$ cat src/core/csr_pkg.sv
/*
 * Package for the core special-function block: register offsets, field
 * positions, reset values, command codes and carrier structs.
 * Assumes an APB slave with 32-bit data and word-aligned registers.
 */
package csr_pkg;

	// ------------------------------------------------------------
	// register byte offsets
	// ------------------------------------------------------------
	localparam logic [7:0] CSR_OFF_STATUS = 8'h00;
	localparam logic [7:0] CSR_OFF_CONFIG = 8'h04;
	localparam logic [7:0] CSR_OFF_POWER = 8'h08;
	localparam logic [7:0] CSR_OFF_PC_LOW = 8'h0c;
	localparam logic [7:0] CSR_OFF_PC_LATCH = 8'h10;
	localparam logic [7:0] CSR_OFF_PULLUP_MASK = 8'h14;
	localparam logic [7:0] CSR_OFF_INDIRECT_PTR = 8'h18;
	localparam logic [7:0] CSR_OFF_CORE_CMD = 8'h1c;
	localparam logic [7:0] CSR_OFF_ALU_RESULT = 8'h20;
	localparam logic [7:0] CSR_OFF_PC_VIEW = 8'h24;
	localparam logic [7:0] CSR_OFF_BOOT_CAUSE = 8'h28;

	// ------------------------------------------------------------
	// status field positions
	// ------------------------------------------------------------
	localparam int CSR_ST_IND_BANK = 7;
	localparam int CSR_ST_DBANK_HI = 6;
	localparam int CSR_ST_DBANK_LO = 5;
	localparam int CSR_ST_WDOG_EXP = 4;
	localparam int CSR_ST_SLEEP = 3;
	localparam int CSR_ST_ZERO = 2;
	localparam int CSR_ST_NIBBLE = 1;
	localparam int CSR_ST_CARRY = 0;

	// ------------------------------------------------------------
	// config field positions
	// ------------------------------------------------------------
	localparam int CSR_CF_PULLUP_DIS = 7;
	localparam int CSR_CF_IRQ_EDGE = 6;
	localparam int CSR_CF_TMR_SRC = 5;
	localparam int CSR_CF_TMR_EDGE = 4;
	localparam int CSR_CF_PRE_TGT = 3;
	localparam int CSR_CF_RATIO_HI = 2;

	// ------------------------------------------------------------
	// power control field positions
	// ------------------------------------------------------------
	localparam int CSR_PW_POR = 1;
	localparam int CSR_PW_BOR = 0;

	// ------------------------------------------------------------
	// reset values
	// ------------------------------------------------------------
	localparam logic [7:0] CSR_STATUS_RST = 8'h18;
	localparam logic [7:0] CSR_CONFIG_RST = 8'hff;
	localparam logic [1:0] CSR_POWER_POR_VAL = 2'h1;
	localparam logic [1:0] CSR_BOR_SOFT_CODE = 2'h1;

	// ------------------------------------------------------------
	// sizes
	// ------------------------------------------------------------
	localparam int CSR_PC_W = 13;
	localparam int CSR_STACK_DEPTH = 8;
	localparam int CSR_SP_W = 3;

	// ------------------------------------------------------------
	// core command codes (low nibble of command register)
	// ------------------------------------------------------------
	typedef enum logic [3:0] {
		CSR_CMD_NOP = 4'h0,
		CSR_CMD_ADD = 4'h1,
		CSR_CMD_SUB = 4'h2,
		CSR_CMD_LOGIC = 4'h3,
		CSR_CMD_ROT_LEFT = 4'h4,
		CSR_CMD_ROT_RIGHT = 4'h5,
		CSR_CMD_CALL = 4'h6,
		CSR_CMD_JUMP = 4'h7,
		CSR_CMD_RETURN = 4'h8,
		CSR_CMD_IRQ_VEC = 4'h9,
		CSR_CMD_KICK = 4'ha,
		CSR_CMD_SLEEP = 4'hb,
		CSR_CMD_WDOG_TIMEOUT = 4'hc,
		CSR_CMD_BROWNOUT = 4'hd
	} csr_cmd_e;

	// ------------------------------------------------------------
	// carriers
	// ------------------------------------------------------------
	typedef struct packed {
		logic [7:0] addr;
		logic write;
		logic [31:0] wdata;
	} csr_req_s;

	typedef struct packed {
		logic pullup_disable;
		logic [7:0] pullup_enable;
		logic irq_rising;
		logic tmr_from_pin;
		logic tmr_falling;
		logic pre_to_wdog;
		logic [8:0] tmr_div;
		logic [7:0] wdog_div;
	} csr_timer_cfg_s;

	typedef struct packed {
		logic [8:0] direct_base;
		logic [8:0] indirect_addr;
	} csr_addr_s;

	typedef struct packed {
		logic [7:0] status_r;
		logic [7:0] config_r;
		logic [1:0] power_r;
		logic [CSR_PC_W-1:0] pc_r;
		logic [4:0] latch_r;
		logic [7:0] pullup_mask_r;
		logic [7:0] ind_ptr_r;
		logic [7:0] alu_r;
		logic [CSR_SP_W-1:0] sp_r;
		logic [CSR_STACK_DEPTH-1:0][CSR_PC_W-1:0] stack_r;
		logic pready_r;
		logic pslverr_r;
		logic [31:0] prdata_r;
		csr_timer_cfg_s tcfg_r;
		csr_addr_s addr_r;
		logic bor_enable_r;
	} csr_state_s;

endpackage

$ cat src/core/csr_core.sv
/*
 * Core special-function block: status flags, core configuration, power
 * control flags, 13-bit program counter with 5-bit high latch and the
 * 8-level circular return stack, all behind an APB slave.
 * Assumes pclk is the instruction-cycle clock and presetn is the
 * power-on reset; a brownout or other event arrives as a command.
 */
// Notes on behaviour
// - ALU writing status keeps its own zero, nibble and carry flags.
// - watchdog-expiry and sleep-entered flags ignore register writes.
// - indirect bank bit 7 picks banks 2-3 when set, 0-1 when clear.
// - direct bank bits 6-5 select bank 0 to 3 directly.
// - expiry flag set on power-up, kick, sleep; cleared by watchdog timeout.
// - sleep flag set on power-up and kick; cleared by sleep.
// - zero flag set when result is zero, else cleared.
// - nibble flag is carry out of bit 3; inverted borrow on subtract.
// - carry flag is carry out of msb; no-borrow; rotate loads shifted bit.
// - pull-up disable bit kills all pull-ups, else mask bits apply.
// - irq edge bit picks rising when set, falling when clear.
// - timer source bit picks pin transitions or instruction clock.
// - timer edge bit picks falling pin edges when set.
// - prescaler target bit gives prescaler to watchdog when set.
// - timer divide is 2 shl ratio; watchdog divide is 1 shl ratio.
// - power-on reset clears power-on flag; software sets it again.
// - brownout clears brownout flag; power bits 7-2 read zero.
// - brownout flag enables brownout detect only when config is 01.
// - 13-bit pc, low byte accessible, every reset clears it.
// - pc low write loads latch 4:0 above; call/jump use latch 4:3.
// - 8-deep 13-bit stack; push on call/irq, pop on returns.
// - stack is circular; no overflow or underflow flag exists.
// - indirect address is bank bit over the 8-bit pointer.
`timescale 1ns/1ns

module csr_core
	import csr_pkg::*;
(
	// apb
	input wire logic pclk,
	input wire logic presetn,
	input wire logic psel,
	input wire logic penable,
	input wire logic pwrite,
	input wire logic [31:0] paddr,
	input wire logic [31:0] pwdata,
	input wire logic [3:0] pstrb,
	output logic [31:0] prdata,
	output logic pready,
	output logic pslverr,
	// device configuration
	input wire logic [1:0] brownout_soft_control_config,
	// derived controls
	output csr_timer_cfg_s timer_cfg,
	output csr_addr_s data_addr,
	output logic brownout_detect_en,
	output logic [CSR_PC_W-1:0] program_counter
);

	csr_state_s s_r;
	csr_state_s s_nxt;

	logic access;
	logic wr;
	logic [7:0] a;
	logic [7:0] wb;
	logic [3:0] cmd;
	logic [7:0] op_a;
	logic [7:0] op_b;
	logic [8:0] sum;
	logic [4:0] nib;
	logic [7:0] res;
	logic [2:0] ratio;

	assign access = psel && penable && !s_r.pready_r;
	assign wr = access && pwrite && pstrb[0];
	assign a = paddr[7:0];
	assign wb = pwdata[7:0];
	assign cmd = pwdata[3:0];
	assign op_a = pwdata[15:8];
	assign op_b = pwdata[23:16];

	always_comb begin
		s_nxt = s_r;
		sum = 9'h000;
		nib = 5'h00;
		res = 8'h00;
		ratio = s_r.config_r[CSR_CF_RATIO_HI:0];
		s_nxt.pready_r = access;
		s_nxt.pslverr_r = 1'b0;
		s_nxt.prdata_r = 32'h0000_0000;

		// ------------------------------------------------------------
		// register reads
		// ------------------------------------------------------------
		if (access && !pwrite) begin
			case (a)
			CSR_OFF_STATUS: s_nxt.prdata_r[7:0] = s_r.status_r;
			CSR_OFF_CONFIG: s_nxt.prdata_r[7:0] = s_r.config_r;
			CSR_OFF_POWER: s_nxt.prdata_r[1:0] = s_r.power_r;
			CSR_OFF_PC_LOW: s_nxt.prdata_r[7:0] = s_r.pc_r[7:0];
			CSR_OFF_PC_LATCH: s_nxt.prdata_r[4:0] = s_r.latch_r;
			CSR_OFF_PULLUP_MASK: s_nxt.prdata_r[7:0] = s_r.pullup_mask_r;
			CSR_OFF_INDIRECT_PTR: s_nxt.prdata_r[7:0] = s_r.ind_ptr_r;
			CSR_OFF_CORE_CMD: s_nxt.prdata_r = 32'h0000_0000;
			CSR_OFF_ALU_RESULT: s_nxt.prdata_r[7:0] = s_r.alu_r;
			CSR_OFF_PC_VIEW: s_nxt.prdata_r[CSR_PC_W-1:0] = s_r.pc_r;
			default: s_nxt.pslverr_r = 1'b1;
			endcase
		end

		// ------------------------------------------------------------
		// register writes
		// ------------------------------------------------------------
		if (access && pwrite) begin
			case (a)
			CSR_OFF_STATUS: begin
				if (wr) begin
					// expiry and sleep flags keep their value
					s_nxt.status_r[7:5] = wb[7:5];
					s_nxt.status_r[2:0] = wb[2:0];
				end
			end
			CSR_OFF_CONFIG: if (wr) s_nxt.config_r = wb;
			CSR_OFF_POWER: begin
				if (wr) s_nxt.power_r = wb[1:0];
			end
			CSR_OFF_PC_LOW: begin
				if (wr) s_nxt.pc_r = {s_r.latch_r, wb};
			end
			CSR_OFF_PC_LATCH: if (wr) s_nxt.latch_r = wb[4:0];
			CSR_OFF_PULLUP_MASK: if (wr) s_nxt.pullup_mask_r = wb;
			CSR_OFF_INDIRECT_PTR: if (wr) s_nxt.ind_ptr_r = wb;
			CSR_OFF_CORE_CMD: begin
				if (wr) begin
					case (cmd)
					CSR_CMD_ADD, CSR_CMD_SUB: begin
						if (cmd == CSR_CMD_SUB) begin
							// add two's complement of second operand
							sum = {1'b0, op_a} + {1'b0, ~op_b} + 9'h001;
							nib = {1'b0, op_a[3:0]} + {1'b0, ~op_b[3:0]}
								+ 5'h01;
						end else begin
							sum = {1'b0, op_a} + {1'b0, op_b};
							nib = {1'b0, op_a[3:0]} + {1'b0, op_b[3:0]};
						end
						res = sum[7:0];
						s_nxt.status_r[CSR_ST_CARRY] = sum[8];
						s_nxt.status_r[CSR_ST_NIBBLE] = nib[4];
						s_nxt.status_r[CSR_ST_ZERO] = (res == 8'h00);
						s_nxt.alu_r = res;
					end
					CSR_CMD_LOGIC: begin
						res = op_a & op_b;
						s_nxt.status_r[CSR_ST_ZERO] = (res == 8'h00);
						s_nxt.alu_r = res;
					end
					CSR_CMD_ROT_LEFT: begin
						s_nxt.alu_r = {op_a[6:0], s_r.status_r[CSR_ST_CARRY]};
						s_nxt.status_r[CSR_ST_CARRY] = op_a[7];
					end
					CSR_CMD_ROT_RIGHT: begin
						s_nxt.alu_r = {s_r.status_r[CSR_ST_CARRY], op_a[7:1]};
						s_nxt.status_r[CSR_ST_CARRY] = op_a[0];
					end
					CSR_CMD_CALL, CSR_CMD_IRQ_VEC: begin
						// push return address; oldest entry overwritten
						s_nxt.stack_r[s_r.sp_r] = s_r.pc_r;
						s_nxt.sp_r = s_r.sp_r + 3'h1;
						if (cmd == CSR_CMD_CALL) begin
							s_nxt.pc_r = {s_r.latch_r[4:3],
								pwdata[26:16]};
						end else begin
							s_nxt.pc_r = pwdata[28:16];
						end
					end
					CSR_CMD_JUMP: begin
						s_nxt.pc_r = {s_r.latch_r[4:3], pwdata[26:16]};
					end
					CSR_CMD_RETURN: begin
						// pop wraps freely; latch untouched
						s_nxt.sp_r = s_r.sp_r - 3'h1;
						s_nxt.pc_r = s_r.stack_r[s_r.sp_r - 3'h1];
					end
					CSR_CMD_KICK: begin
						s_nxt.status_r[CSR_ST_WDOG_EXP] = 1'b1;
						s_nxt.status_r[CSR_ST_SLEEP] = 1'b1;
					end
					CSR_CMD_SLEEP: begin
						s_nxt.status_r[CSR_ST_WDOG_EXP] = 1'b1;
						s_nxt.status_r[CSR_ST_SLEEP] = 1'b0;
					end
					CSR_CMD_WDOG_TIMEOUT: begin
						s_nxt.status_r[CSR_ST_WDOG_EXP] = 1'b0;
						s_nxt.pc_r = '0;
					end
					CSR_CMD_BROWNOUT: begin
						s_nxt.power_r[CSR_PW_BOR] = 1'b0;
						s_nxt.status_r[CSR_ST_WDOG_EXP] = 1'b1;
						s_nxt.status_r[CSR_ST_SLEEP] = 1'b1;
						s_nxt.status_r[7:5] = 3'h0;
						s_nxt.pc_r = '0;
					end
					default: s_nxt.alu_r = s_r.alu_r;
					endcase
				end
			end
			default: s_nxt.pslverr_r = 1'b1;
			endcase
		end

		// ------------------------------------------------------------
		// derived controls
		// ------------------------------------------------------------
		// status as destination of a flag-writing op: the op wins
		s_nxt.tcfg_r.pullup_disable = s_nxt.config_r[CSR_CF_PULLUP_DIS];
		s_nxt.tcfg_r.pullup_enable = s_nxt.config_r[CSR_CF_PULLUP_DIS] ?
			8'h00 : s_nxt.pullup_mask_r;
		s_nxt.tcfg_r.irq_rising = s_nxt.config_r[CSR_CF_IRQ_EDGE];
		s_nxt.tcfg_r.tmr_from_pin = s_nxt.config_r[CSR_CF_TMR_SRC];
		s_nxt.tcfg_r.tmr_falling = s_nxt.config_r[CSR_CF_TMR_EDGE];
		s_nxt.tcfg_r.pre_to_wdog = s_nxt.config_r[CSR_CF_PRE_TGT];
		ratio = s_nxt.config_r[CSR_CF_RATIO_HI:0];
		if (s_nxt.config_r[CSR_CF_PRE_TGT]) begin
			s_nxt.tcfg_r.tmr_div = 9'h001;
			s_nxt.tcfg_r.wdog_div = 8'h01 << ratio;
		end else begin
			s_nxt.tcfg_r.tmr_div = 9'h002 << ratio;
			s_nxt.tcfg_r.wdog_div = 8'h01;
		end
		s_nxt.addr_r.indirect_addr = {s_nxt.status_r[CSR_ST_IND_BANK],
			s_nxt.ind_ptr_r};
		s_nxt.addr_r.direct_base = {s_nxt.status_r[CSR_ST_DBANK_HI:
			CSR_ST_DBANK_LO], 7'h00};
		s_nxt.bor_enable_r = (brownout_soft_control_config ==
			CSR_BOR_SOFT_CODE) && s_nxt.power_r[CSR_PW_BOR];
	end

	always_ff @(posedge pclk or negedge presetn) begin
		if (!presetn) begin
			s_r <= '0;
			s_r.status_r <= CSR_STATUS_RST;
			s_r.config_r <= CSR_CONFIG_RST;
			s_r.power_r <= CSR_POWER_POR_VAL;
			s_r.tcfg_r.pullup_disable <= 1'b1;
			s_r.tcfg_r.irq_rising <= 1'b1;
			s_r.tcfg_r.tmr_from_pin <= 1'b1;
			s_r.tcfg_r.tmr_falling <= 1'b1;
			s_r.tcfg_r.pre_to_wdog <= 1'b1;
			s_r.tcfg_r.tmr_div <= 9'h001;
			s_r.tcfg_r.wdog_div <= 8'h80;
		end else begin
			s_r <= s_nxt;
		end
	end

	assign prdata = s_r.prdata_r;
	assign pready = s_r.pready_r;
	assign pslverr = s_r.pslverr_r;
	assign timer_cfg = s_r.tcfg_r;
	assign data_addr = s_r.addr_r;
	assign brownout_detect_en = s_r.bor_enable_r;
	assign program_counter = s_r.pc_r;

endmodule

$ cat config.mk
export PLATFORM = sky130hd
export DESIGN_NAME = csr_core
export DESIGN_NICKNAME = d
export VERILOG_FILES = /design/src/core/csr_pkg.sv /design/src/core/csr_core.sv
export SDC_FILE = /design/constraint.sdc
export NUM_CORES = 1
export LEC_CHECK = 0
export ABC_AREA = 1
export BUFFER_PORTS_ARGS = -buffer_cell sky130_fd_sc_hd__buf_2
export CAP_MARGIN = 15
export CORE_MARGIN = 1.5
export CORE_UTILIZATION = 60
export DETAILED_ROUTE_END_ITERATION = 8
export PLACE_DENSITY = 0.83
export SLEW_MARGIN = 40
export SYNTH_ARGS = -nofsm -noshare
export SYNTH_HDL_FRONTEND = slang
export SYNTH_SLANG_ARGS = --single-unit
$ cat constraint.sdc
create_clock -name pclk -period 5.6 [get_ports pclk]
set_input_delay 1.12 -clock pclk [delete_from_list [all_inputs] [get_ports pclk]]
set_output_delay 1.12 -clock pclk [all_outputs]
set_load 0.02 [all_outputs]
==> results.yml <==
setup_path:
  critPathArrivalTime_ps: 3460
  crit_fanout: 13
  reg2reg_depth: 9
  required_ps: 6030
  endpoint_kind: "flip-flop"
  r2r-end: "program_counter[5]$_DFFE_PN0P_"
  start_kind: "flip-flop"
  crit_slowest_cell: "dfrtp_1"
  worstSetupPathType: "reg2reg"
  critical_path.max_stage_delay_ps: 630
  r2r_start: "s_r[188]$_DFFE_PN0P_"
  rrSetupSlack_ps: 2570
  crit_path_cell_trace: "clkinv_1 -> ha_1 -> xor2_1 -> inv_1 -> nor2_2 -> a22oi_1 -> o21ai_0 -> nand2_1 -> a31oi_1"
power:
  power_density_nw_per_um2: 270.1
  p_leak_nw: 5.827
  irDropWorstVdd_mv: 0.1732
drt:
  dr.pass1.iters: 6
  wire_per_inst_um: 17.85
  postRouteAntennaNets: 0
  vias_per_cell: 5.841
  wl_mm: 29.79
  vias: 9749
  drc_errors: 0
  drt_iter0_markers: 1323
yosys:
  syn_area_um2: 11320
  postSynthAreaPerCell_um2: 8.134
  ys_ff_latch: 207
  synth_ff_type: "dfrtp_1"
  synth_cell_type_count: 52
  ys_async_sr_fraction: 1.000
  synth-edff-count: 0
  synthCells: 1392
  synth-warning-count: 0
  ys_seq_area_frac: 0.4588
clock_network:
  clk_pin_slew_ps: 60
  cts_hold_buf: 0
  cts-root-buf: "clkbuf_16"
  post_cts_buffers: 0
  h-tree-depth: 1
  cts_sinks: 207
  cts_resized: 0
  clk_path_buf_depth: 3
  cts_tree: "built"
  insertion_delay_ps: 510
  numCtsBuffers: 22
global_route:
  grt_pass1_wl_mm: 47.35
  grt_max_degree: 97
  overflow: 0
  grt_pass1_vias: 9035
  antenna_found_initial: 0
  grt_usage: 0.3036
finish:
  area.growth.synth_to_final_pct: 6.576
  seq_area_um2: 5195
  num_antenna_cells: 0
  final_cells: 1669
  drive_above_1_share: 0.1449
  multi_input_area_um2: 4733
  nFillCells: 1502
  final_net_count: 1514
timing:
  maxSlewHeadroom: 0.4892
  finClkSkew_ps: 12.19
  setup_tns_ps: 0
  hold_viol_final: 0
  period_needed_ps: 3028
  slew_violations: 0
  rsz0062_at_grt: "no"
  fmaxAchievable_mhz: 330.3
  worstMarginPinSlew_ps: 766.2
  fin_crit_sh: 0.5407
  setup_viol: 0
hold_path:
  min_from: "pready$_DFF_PN0_"
  hold_class: "reg2reg"
  timing.hold.worst_endpoint: "pready$_DFF_PN0_"
  hold_depth: 1
floorplanning:
  initial_utilization: 0.6094
  ios: 171
  core_area_um2: 18580
  fp.dieW_um: 140.4
  dieArea_um2: 19700
  fp.dieH_um: 140.4
  fp-row-count: 50
outcome:
  outcome: "finished clean"
placement:
  gp_congestion: 0.9653
  hpwl_mm: 20.17
  port-buffer-count: 114
  dp.cells: 1629
job:
  drv_cap: 0
==> routing by layer <==
layer / vias to the layer above / global-route usage / share of wire
li1: 4536 / - / -
met1: 4602 / 0.4339 / 0.42
met2: 513 / 0.4732 / 0.44
met3: 98 / 0.03726 / 0.089
met4: 0 / 0.1235 / 0.042
met5: - / 0 / 0
==> where the power goes <==
part / internal (W) / leakage [nW] / total, W / switching, W
Clock: 0.000900 / 0.374 / 0.00149 / 0.000593
Combinational: 0.0000667 / 2.66 / 0.000255 / 0.000188
Sequential: 0.00150 / 2.79 / 0.00151 / 0.00000723
Total: 0.00247 / 5.83 / 0.00326 / 0.000788
==> Yosys cell counts (all sizes together) (4+ instances only) <==
| library cell | count | share of area |
|---|---|---|
| nand2 | 354 | 0.12 |
| and2 | 6 | 0.0033 |
| a32o | 4 | 0.0035 |
| nand3 | 36 | 0.016 |
| o2bb2ai | 4 | 0.0031 |
| o21ai | 188 | 0.084 |
| nor3 | 10 | 0.0044 |
| xor2 | 4 | 0.0031 |
| nand4 | 17 | 0.020 |
| a221oi | 6 | 0.0046 |
| ha | 18 | 0.020 |
| clkinv | 7 | 0.0024 |
| a21oi | 43 | 0.019 |
| dfstp | 12 | 0.028 |
| a31oi | 24 | 0.015 |
| inv | 119 | 0.039 |
| a22oi | 9 | 0.0060 |
| o211ai | 6 | 0.0040 |
| clkbuf | 20 | 0.0066 |
| dfrtp | 195 | 0.43 |
| nor2 | 139 | 0.051 |
| buf | 121 | 0.083 |
| o22ai | 25 | 0.015 |
==> cells in the final DEF (no fill, tap or decap), types with 4 or more instances in the layout <==
cell type | synthesis | layout
dfrtp_1 | 195 | 195
o22ai_1 | 23 | 23
nand3_1 | 35 | 35
a21oi_1 | 43 | 43
inv_2 | 7 | 8
nand2_2 | 4 | 4
a32o_1 | 4 | 4
a22oi_1 | 9 | 9
nor2_1 | 128 | 127
nor3_1 | 10 | 10
ha_1 | 18 | 18
xor2_1 | 4 | 4
clkbuf_16 | 0 | 23
nand4_4 | 8 | 8
nor2_2 | 7 | 8
buf_4 | 95 | 5
o2bb2ai_1 | 4 | 4
conb_1 | 1 | 26
a221oi_1 | 6 | 6
clkbuf_8 | 0 | 9
a31oi_1 | 23 | 23
o211ai_1 | 6 | 6
nand2_1 | 350 | 350
buf_2 | 8 | 113
clkinv_1 | 6 | 7
o21ai_0 | 82 | 82
clkinv_2 | 1 | 5
nand4_1 | 9 | 9
o21ai_1 | 104 | 104
inv_1 | 112 | 110
and2_1 | 6 | 6
dfstp_2 | 12 | 12
==> worst max-delay path by stage <==
stage | slack [ps] | to | depth (start not counted) | start
final | 2570 | program_counter[5]$_DFFE_PN0P_ | 9 | s_r[188]$_DFFE_PN0P_
after floorplan | 2960 | s_r[244]$_DFFE_PN0P_ | 17 | pwdata[8]
after global routing | 2390 | program_counter[5]$_DFFE_PN0P_ | 9 | s_r[188]$_DFFE_PN0P_
after CTS | 2620 | program_counter[5]$_DFFE_PN0P_ | 9 | s_r[188]$_DFFE_PN0P_
after detailed placement | 2320 | program_counter[0]$_DFFE_PN0P_ | 10 | psel
after global placement | 2220 | program_counter[5]$_DFFE_PN0P_ | 9 | pwdata[3]
==> worst max-delay path, delay by kind of cell, from the launching register on <==
family | cells | cell delay [ps]
AND/OR/NAND/NOR | 2 | 640
flip-flops | 1 | 630
buffers and inverters | 2 | 530
AO/OA/AOI/OAI | 3 | 510
adder cells (fa/ha/maj) | 1 | 330
XOR/XNOR | 1 | 310
==> layout make-up <==
class                           instances  area share
Inverter                              126     0.03930
Multi-Input combinational cell        943      0.3923
Sequential cell                       207      0.4305
Clock inverter                          6    0.004770
Clock buffer                           34     0.05776
Tap cell                              234     0.02426
Timing Repair Buffer                  119     0.05112
==> per-stage QoR <==
step	instance area [um2]	utilization	hold WS (ps)	setup WS (ps)	power [W]
6_report	12070	0.6494	448.9	2572	0.003259
5_1_grt	12070	0.6494	476.2	2392	0.003349
4_1_cts	12070	0.6494	451.7	2616	0.003257
3_5_place_dp	11310	0.6088	443.8	2316	0.001788
3_3_place_gp	11310	0.6087	435.6	2218	0.001785
2_1_floorplan	11420	-	450.0	2961	0.001703
==> cells by family (layout without fill, tap and decap cells) <==
kind of cell / Yosys count / count (layout) / share of synthesized area
AND/OR/NAND/NOR: 564 / 564 / 0.2146
multiplexers: 1 / 1 / 0.0009945
XOR/XNOR: 5 / 5 / 0.003868
flip-flops: 207 / 207 / 0.4588
other: 1 / 26 / 0.0003312
buffers and inverters: 267 / 285 / 0.1316
AO/OA/AOI/OAI: 327 / 327 / 0.1663
adder cells (fa/ha/maj): 20 / 20 / 0.02343
==> sequential cells by signal, indices dropped and copies added, names as in the netlist <==
signal,cells
s_r,144
timer_cfg,25
prdata,13
program_counter,13
data_addr,9
brownout_detect_en,1
pready,1
pslverr,1
Note: power is estimated with default switching activity, not from simulation.
